===== config.mk =====
export PLATFORM = sky130hd
export DESIGN_NAME = srcm_monitor
export DESIGN_NICKNAME = d
export VERILOG_FILES = /design/src/rtl/srcm_pkg.sv /design/src/rtl/srcm_edge_qual.sv /design/src/rtl/srcm_monitor.sv
export SDC_FILE = /design/constraint.sdc
export NUM_CORES = 1
export LEC_CHECK = 0
export BUFFER_PORTS_ARGS = -buffer_cell sky130_fd_sc_hd__buf_2
export CORE_ASPECT_RATIO = 1.75
export CORE_MARGIN = 4
export CORE_UTILIZATION = 47
export DETAILED_ROUTE_END_ITERATION = 12
export MAX_ROUTING_LAYER = met4
export PLACE_DENSITY = 0.83
export SYNTH_ARGS = -nofsm -noshare
export SYNTH_HDL_FRONTEND = slang
export SYNTH_HIERARCHICAL = 1
export SYNTH_SLANG_ARGS = --single-unit
export TNS_END_PERCENT = 1

===== constraint.sdc =====
create_clock -name sys_clk -period 2.75 [get_ports sys_clk]
set_clock_uncertainty 0.15 [all_clocks]
set_input_delay 0.275 -clock sys_clk [delete_from_list [all_inputs] [get_ports sys_clk]]
set_output_delay 0.275 -clock sys_clk [all_outputs]
set_load 0.03 [all_outputs]

===== src/rtl/srcm_pkg.sv =====
/*
 Shared constants for the reference-capture monitor: register indices,
 field positions, reset values and widths.
 Assumes a 32-bit classic Wishbone bus with word-aligned registers.
*/
package srcm_pkg;
    localparam int unsigned ADR_W = 12;
    localparam int unsigned DAT_W = 32;

    // Register indices; the byte address is four times the index
    localparam logic [9:0] IDX_SKEW    = 10'h122;
    localparam logic [9:0] IDX_TSDLY   = 10'h123;
    localparam logic [9:0] IDX_SETHOLD = 10'h128;
    localparam logic [9:0] IDX_DIVPH   = 10'h129;
    localparam logic [9:0] IDX_COUNT   = 10'h12a;
    localparam logic [9:0] IDX_SYNC    = 10'h1ff;
    localparam logic [9:0] IDX_APP     = 10'h200;

    // Field positions
    localparam int unsigned SETUP_LSB = 0;
    localparam int unsigned HOLD_LSB  = 4;
    localparam int unsigned POS_LSB   = 0;
    localparam int unsigned NEG_LSB   = 2;
    localparam int unsigned OPM_LSB   = 0;
    localparam int unsigned QIGN_BIT  = 5;

    // Reset values
    localparam logic [7:0] RST_SYNC  = 8'h00;
    localparam logic [7:0] RST_APP   = 8'h00;
    localparam logic [7:0] RST_TSDLY = 8'h00;
    localparam logic [3:0] RST_SKEW  = 4'h0;
    localparam logic [7:0] RST_STAT  = 8'h00;

    // Mode encodings
    localparam logic [1:0] SYNC_NORMAL    = 2'h0;
    localparam logic [1:0] SYNC_TIMESTAMP = 2'h1;
    localparam logic [1:0] OPM_FULL_BW    = 2'h0;
    localparam logic [1:0] OPM_DUAL_DDC   = 2'h1;
    localparam logic [3:0] PHASE_IN_PHASE = 4'h0;

    // Divider period seen by the qualifier, in sample clocks
    localparam int unsigned DIV_LEN = 16;

    typedef enum logic [1:0] {
        TS_IDLE = 2'b01,
        TS_WAIT = 2'b10
    } srcm_ts_state_t;
endpackage


===== src/rtl/srcm_edge_qual.sv =====
/*
 Edge qualifier: finds rising reference edges and drops those falling
 inside the negative or positive skew window around a divider boundary.
 Assumes the reference input is already synchronous to sys_clk.
*/
`timescale 1ns/1ps
module srcm_edge_qual #(
    parameter int unsigned DIV_LEN = srcm_pkg::DIV_LEN
) (
    input  wire logic       sys_clk,
    input  wire logic       sys_rst,
    input  wire logic       sysref_in,
    input  wire logic [1:0] neg_win,
    input  wire logic [1:0] pos_win,
    output logic            capture_pulse
);
    import srcm_pkg::*;

    localparam int unsigned CW = $clog2(DIV_LEN);

    logic          prev_r;
    logic          prev_nxt;
    logic [CW-1:0] phase_r;
    logic [CW-1:0] phase_nxt;
    logic          cap_r;
    logic          cap_nxt;
    logic [CW-1:0] to_next;
    logic          edge_seen;
    logic          in_pos;
    logic          in_neg;

    always_comb begin
        edge_seen = sysref_in & ~prev_r;
        to_next   = CW'(DIV_LEN) - phase_r;
        // Phase zero is exact capture; windows widen the reject zone
        in_pos    = (phase_r != '0) && (phase_r <= CW'(pos_win));
        in_neg    = (phase_r != '0) && (to_next <= CW'(neg_win));
        prev_nxt  = sysref_in;
        phase_nxt = (phase_r == CW'(DIV_LEN - 1)) ? '0 : phase_r + CW'(1);
        cap_nxt   = edge_seen & ~in_pos & ~in_neg;
    end

    always_ff @(posedge sys_clk) begin
        if (sys_rst) begin
            prev_r  <= 1'b0;
            phase_r <= '0;
            cap_r   <= 1'b0;
        end else begin
            prev_r  <= prev_nxt;
            phase_r <= phase_nxt;
            cap_r   <= cap_nxt;
        end
    end

    assign capture_pulse = cap_r;
endmodule


===== src/rtl/srcm_monitor.sv =====
/*
 Reference-capture monitor top: Wishbone register file, capture snapshot,
 capture counter, timestamp delay and mode outputs.
 Assumes one 50 MHz clock, synchronous inputs and a classic Wishbone master.
*/
`timescale 1ns/1ps
module srcm_monitor #(
    parameter int unsigned DIV_LEN = srcm_pkg::DIV_LEN
) (
    input  wire logic                       sys_clk,
    input  wire logic                       sys_rst,
    input  wire logic [srcm_pkg::ADR_W-1:0] wb_adr_i,
    input  wire logic [srcm_pkg::DAT_W-1:0] wb_dat_i,
    output logic      [srcm_pkg::DAT_W-1:0] wb_dat_o,
    input  wire logic                       wb_we_i,
    input  wire logic [3:0]                 wb_sel_i,
    input  wire logic                       wb_cyc_i,
    input  wire logic                       wb_stb_i,
    output logic                            wb_ack_o,
    input  wire logic                       sysref_in,
    input  wire logic [3:0]                 setup_margin_in,
    input  wire logic [3:0]                 hold_margin_in,
    input  wire logic [3:0]                 div_phase_in,
    output logic                            capture_out,
    output logic                            timestamp_out,
    output logic [1:0]                      op_mode_out,
    output logic                            q_ignore_out
);
    import srcm_pkg::*;

    function automatic logic hit(input logic [ADR_W-1:0] adr, input logic [9:0] idx);
        hit = (adr == {idx, 2'b00});
    endfunction

    // Bus state
    logic             ack_r;
    logic             ack_nxt;
    logic [DAT_W-1:0] rdat_r;
    logic [DAT_W-1:0] rdat_nxt;
    logic             wr_en;
    logic             rd_en;

    // Software registers
    logic [7:0] sync_r;
    logic [7:0] sync_nxt;
    logic [7:0] app_r;
    logic [7:0] app_nxt;
    logic [7:0] tsdly_r;
    logic [7:0] tsdly_nxt;
    logic [3:0] skew_r;
    logic [3:0] skew_nxt;

    // Capture snapshot
    logic [7:0] sethold_r;
    logic [7:0] sethold_nxt;
    logic [3:0] divph_r;
    logic [3:0] divph_nxt;
    logic [7:0] count_r;
    logic [7:0] count_nxt;
    logic       cap_out_r;
    logic       cap_out_nxt;
    logic       cap_ev;

    // Timestamp delay
    srcm_ts_state_t ts_st_r;
    srcm_ts_state_t ts_st_nxt;
    logic [7:0]     ts_cnt_r;
    logic [7:0]     ts_cnt_nxt;
    logic           ts_out_r;
    logic           ts_out_nxt;
    logic           ts_mode;

    srcm_edge_qual #(
        .DIV_LEN (DIV_LEN)
    ) u_qual (
        .sys_clk       (sys_clk),
        .sys_rst       (sys_rst),
        .sysref_in     (sysref_in),
        .neg_win       (skew_r[NEG_LSB +: 2]),
        .pos_win       (skew_r[POS_LSB +: 2]),
        .capture_pulse (cap_ev)
    );

    // Wishbone slave, one wait state, ack drops after one cycle
    always_comb begin
        wr_en    = wb_cyc_i & wb_stb_i & ~ack_r & wb_we_i & wb_sel_i[0];
        rd_en    = wb_cyc_i & wb_stb_i & ~ack_r & ~wb_we_i;
        ack_nxt  = wb_cyc_i & wb_stb_i & ~ack_r;
        rdat_nxt = rdat_r;
        if (rd_en) begin
            rdat_nxt = '0;
            if (hit(wb_adr_i, IDX_SETHOLD)) begin
                rdat_nxt[7:0] = sethold_r;
            end else if (hit(wb_adr_i, IDX_DIVPH)) begin
                rdat_nxt[3:0] = divph_r;
            end else if (hit(wb_adr_i, IDX_COUNT)) begin
                rdat_nxt[7:0] = count_r;
            end else if (hit(wb_adr_i, IDX_SYNC)) begin
                rdat_nxt[7:0] = sync_r;
            end else if (hit(wb_adr_i, IDX_APP)) begin
                rdat_nxt[7:0] = app_r;
            end else if (hit(wb_adr_i, IDX_SKEW)) begin
                rdat_nxt[3:0] = skew_r;
            end else if (hit(wb_adr_i, IDX_TSDLY)) begin
                rdat_nxt[7:0] = tsdly_r;
            end
        end
    end

    // Writable registers, reserved bits kept at zero
    always_comb begin
        sync_nxt  = sync_r;
        app_nxt   = app_r;
        tsdly_nxt = tsdly_r;
        skew_nxt  = skew_r;
        if (wr_en) begin
            if (hit(wb_adr_i, IDX_SYNC)) begin
                sync_nxt = {6'h00, wb_dat_i[1:0]};
            end
            if (hit(wb_adr_i, IDX_APP)) begin
                app_nxt = '0;
                app_nxt[OPM_LSB +: 2] = wb_dat_i[OPM_LSB +: 2];
                app_nxt[QIGN_BIT]     = wb_dat_i[QIGN_BIT];
            end
            if (hit(wb_adr_i, IDX_TSDLY)) begin
                tsdly_nxt = wb_dat_i[7:0];
            end
            if (hit(wb_adr_i, IDX_SKEW)) begin
                skew_nxt = wb_dat_i[3:0];
            end
        end
    end

    // Snapshot of margins, phase and count on one capture
    always_comb begin
        sethold_nxt = sethold_r;
        divph_nxt   = divph_r;
        count_nxt   = count_r;
        cap_out_nxt = cap_ev & ~ts_mode;
        if (cap_ev) begin
            sethold_nxt[HOLD_LSB +: 4]  = hold_margin_in;
            sethold_nxt[SETUP_LSB +: 4] = setup_margin_in;
            divph_nxt = div_phase_in;
            count_nxt = count_r + 8'h01;
        end
    end

    // Timestamp delay, bypassed in normal sync mode
    always_comb begin
        ts_mode    = (sync_r[1:0] == SYNC_TIMESTAMP);
        ts_st_nxt  = ts_st_r;
        ts_cnt_nxt = ts_cnt_r;
        ts_out_nxt = 1'b0;
        case (ts_st_r)
            TS_IDLE: begin
                if (cap_ev && ts_mode) begin
                    if (tsdly_r == 8'h00) begin
                        ts_out_nxt = 1'b1;
                    end else begin
                        ts_cnt_nxt = tsdly_r - 8'h01;
                        ts_st_nxt  = TS_WAIT;
                    end
                end
            end
            TS_WAIT: begin
                if (!ts_mode) begin
                    ts_st_nxt = TS_IDLE;
                end else if (ts_cnt_r == 8'h00) begin
                    ts_out_nxt = 1'b1;
                    ts_st_nxt  = TS_IDLE;
                end else begin
                    ts_cnt_nxt = ts_cnt_r - 8'h01;
                end
            end
            default: begin
                ts_st_nxt = TS_IDLE;
            end
        endcase
    end

    always_ff @(posedge sys_clk) begin
        if (sys_rst) begin
            ack_r     <= 1'b0;
            rdat_r    <= '0;
            sync_r    <= RST_SYNC;
            app_r     <= RST_APP;
            tsdly_r   <= RST_TSDLY;
            skew_r    <= RST_SKEW;
            sethold_r <= RST_STAT;
            divph_r   <= PHASE_IN_PHASE;
            count_r   <= RST_STAT;
            cap_out_r <= 1'b0;
            ts_st_r   <= TS_IDLE;
            ts_cnt_r  <= 8'h00;
            ts_out_r  <= 1'b0;
        end else begin
            ack_r     <= ack_nxt;
            rdat_r    <= rdat_nxt;
            sync_r    <= sync_nxt;
            app_r     <= app_nxt;
            tsdly_r   <= tsdly_nxt;
            skew_r    <= skew_nxt;
            sethold_r <= sethold_nxt;
            divph_r   <= divph_nxt;
            count_r   <= count_nxt;
            cap_out_r <= cap_out_nxt;
            ts_st_r   <= ts_st_nxt;
            ts_cnt_r  <= ts_cnt_nxt;
            ts_out_r  <= ts_out_nxt;
        end
    end

    assign wb_ack_o      = ack_r;
    assign wb_dat_o      = rdat_r;
    assign capture_out   = cap_out_r;
    assign timestamp_out = ts_out_r;
    assign op_mode_out   = app_r[OPM_LSB +: 2];
    assign q_ignore_out  = app_r[QIGN_BIT];
endmodule


==> results.json <==
{
  "p_total_uw": 2809,
  "critPathRequiredTime_ns": 2.85,
  "whs_endpoint": "u_qual/prev_r",
  "cp-start-kind": "flop",
  "finalHoldViolCount": 0,
  "p_sw_uw": 797.5,
  "holdBufCountCts": 0,
  "drt_first_iter_violations": 262,
  "initial_utilization_pct": 48.68,
  "cts_root_buffer": "clkbuf_16",
  "tightest_slew_ns": 0.6555,
  "r2r_end": "ts_cnt_r[6]",
  "place_area_um2": 3809,
  "p_int_uw": 2012,
  "cp.arrival_ns": 2.57,
  "grt_overflow": 0,
  "grt_pass1_wl_um": 14610,
  "syn_to_final_growth_pct": 17.24,
  "grt_max_degree": 36,
  "synth_enable_flop_cells": 0,
  "path_class": "flop to flop",
  "hp-start": "sysref_in",
  "endpoint_kind": "flop",
  "vias": 3169,
  "cts_tree": "done",
  "setup_violations": 0,
  "die_h_um": 122.5,
  "antenna_found_initial": 0,
  "path_max_fanout": 7,
  "synth_ff_type": "dfxtp_1",
  "ys_types": 64,
  "worstSkewPairLatency_ns": 0.33,
  "seqPwrFrac_pct": 38.3,
  "grt_pass1_vias": 3115,
  "ctsResizeCount": 0,
  "layout_common_cells": "nor2_1 (66), dfxtp_1 (64), buf_2 (52)",
  "die_w_um": 73.43,
  "clockBufferDepth": 2,
  "fin_tns_setup_ns": 0,
  "clk_pin_slew_ns": 0.05,
  "hp-class": "input pin to flop",
  "cts_num_sinks": 64,
  "drive_above_1_share_pct": 21.21,
  "num_rows": 41,
  "finalWirelength_um": 9220,
  "cts_buffers": 9,
  "die_area_um2": 8994,
  "max_freq_mhz": 403.8,
  "n_antenna_cell": 0,
  "period_needed_ns": 2.476,
  "place_hpwl_um": 6815,
  "reg2reg_setup_slack_ns": 0.27,
  "htreeDepth": 3,
  "slowest_stage": "or4b_1",
  "cp_common_cell": "ha_1",
  "final_util_pct": 57.07,
  "gp_congestion": 0.9364,
  "firstDrtPassIters": 4,
  "drc": 0,
  "numPortBuffers": 52,
  "rsz0062_at_grt": "no",
  "layout_commonest_cell": "nor2_1",
  "ir_worst_vdd_v": 0.0004938,
  "switching_share_pct": 28.39,
  "synth.ff_latch_count": 64,
  "crit_chain": "inv_1 -> ha_1 -> mux2i_1 -> ha_1 -> o221ai_1 -> or4b_1 -> a31oi_1",
  "synthCells": 400,
  "synthArstFlopShare_pct": 0,
  "stdcell_area_um2": 4128,
  "reg2reg_depth": 7,
  "track_usage_pct": 21.55,
  "power_density_nw_per_um2": 680.6,
  "status": "finished, final reports clean",
  "drt-vias-per-instance": 5.783,
  "combPwrFrac_pct": 19.0,
  "hold_depth": 3,
  "p_clk_share_pct": 42.7,
  "ant_nets": 0,
  "relSlewSlack_pct": 56.30,
  "ys_warn_count": 6,
  "cts_setup_buffers": 0,
  "max_stage_delay_ns": 0.51,
  "ys_seq_area_share_pct": 36.39,
  "final_max_slew_viol_count": 0,
  "ios": 104,
  "final_nets": 533,
  "fin_crit_sh_pct": 90.05,
  "cellLeakagePower_uw": 0.001732,
  "r2r_start": "ts_st_r[0]",
  "wl_per_cell_um": 16.82,
  "synthesis.area_um2": 3521,
  "core_region_area_um2": 7233,
  "postSynthAreaPerCell_um2": 8.802,
  "whs_ns": 0.03347,
  "maxCapViolCount": 0
}
flip-flops by register name, summed over array words and instances (netlist names):
register              count
u_qual/capture_pulse      1
capture_out               1
app_r                     3
u_qual/prev_r             1
ts_cnt_r                  8
sync_r                    2
wb_dat_o                  8
u_qual/phase_r            4
tsdly_r                   8
skew_r                    4
divph_r                   4
sethold_r                 8
ts_st_r                   2
wb_ack_o                  1
timestamp_out             1
count_r                   8
cell families (layout without fill, tap and decap cells):
family | count (synthesis) | count (layout) | share of synthesized area (%)
flops | 64 | 64 | 36.39
buf+inv | 53 | 92 | 8.458
simple gates | 155 | 155 | 23.60
fa+ha+maj | 10 | 10 | 3.554
compound gates | 70 | 70 | 14.64
xor+xnor | 6 | 6 | 1.493
other cells | 1 | 24 | 0.1065
mux | 41 | 41 | 11.76
power by group through the flow:
stage / clock network, uW / registers (uW) / logic, uW
floorplan: 0 / 1080 / 413
global placement: 0 / 1090 / 510
detailed placement: 0 / 1090 / 528
CTS: 1220 / 1070 / 532
global route: 1250 / 1080 / 593
finish: 1200 / 1080 / 535
stage by stage:
stage | cells | worst slack, ns
3_3_place_gp | 532 | 0.4497
2_1_floorplan | 423 | 0.09494
4_1_cts | 548 | 0.2463
5_1_grt | 548 | 0.08268
3_5_place_dp | 532 | 0.2644
6_report | 548 | 0.2736
area by class of cell:
cell class | count | area, um^2
sequential | 64 | 1281
clock inverter | 2 | 35.03
clock buffer | 14 | 284.0
fill | 657 | 3105
tap | 86 | 107.6
timing repair buffer | 63 | 342.8
multi-input combinational | 306 | 2028
inverter | 13 | 48.80
critical path: cells and delay by family, from the launching register on:
kind | cells | cell delay (ns)
buf+inv | 1 | 0.08
mux | 1 | 0.28
fa+ha+maj | 2 | 0.65
flops | 1 | 0.31
compound gates | 2 | 0.41
simple gates | 1 | 0.51
worst max-delay path by stage:
stage / cells past startpoint / slack (ns) / endpoint / from
after global routing: 7 / 0.08 / ts_cnt_r[6] / ts_st_r[0]
after global placement: 7 / 0.45 / ts_cnt_r[6] / ts_st_r[0]
after detailed placement: 7 / 0.26 / ts_cnt_r[6] / ts_st_r[0]
after floorplan: 9 / 0.09 / ts_cnt_r[6] / ts_st_r[0]
after CTS: 7 / 0.25 / ts_cnt_r[6] / ts_st_r[0]
final: 7 / 0.27 / ts_cnt_r[6] / ts_st_r[0]
routing by layer:
layer / up-vias / global-route usage [%] / routed length (um)
li1: 1523 / - / -
met1: 1504 / 21.33 / 3411
met3: 32 / 5.164 / 529
met4: 0 / 11.79 / 391
met2: 110 / 37.84 / 4888
met5: - / - / 0
Yosys cell counts, types with 3 or more instances:
| cell type | count | area share [%] |
|---|---|---|
| nor2_1 | 66 | 7.0 |
| dfxtp_1 | 64 | 36 |
| mux2i_1 | 38 | 11 |
| buf_4 | 25 | 5.3 |
| nand2_1 | 17 | 1.8 |
| a21oi_1 | 14 | 2.0 |
| inv_1 | 12 | 1.3 |
| ha_1 | 10 | 3.6 |
| clkbuf_1 | 9 | 0.96 |
| nor3_1 | 9 | 1.3 |
| a211oi_1 | 8 | 1.7 |
| o21ai_0 | 7 | 0.99 |
| and3_1 | 6 | 1.1 |
| nor4_1 | 6 | 1.1 |
| or3_1 | 6 | 1.1 |
| a221oi_1 | 5 | 1.2 |
| nand3_1 | 5 | 0.71 |
| nor2b_1 | 5 | 0.89 |
| o22ai_1 | 5 | 0.89 |
| a2bb2oi_1 | 4 | 0.99 |
| buf_2 | 4 | 0.57 |
| nand4_1 | 4 | 0.71 |
| or4_1 | 4 | 0.85 |
| xor2_1 | 4 | 0.99 |
| a21o_1 | 3 | 0.64 |
| a22oi_1 | 3 | 0.64 |
| mux2_2 | 3 | 0.96 |
| nand3b_1 | 3 | 0.64 |
| nor3b_1 | 3 | 0.64 |
| or4_4 | 3 | 0.96 |
Power figures use the tool's default switching activity.
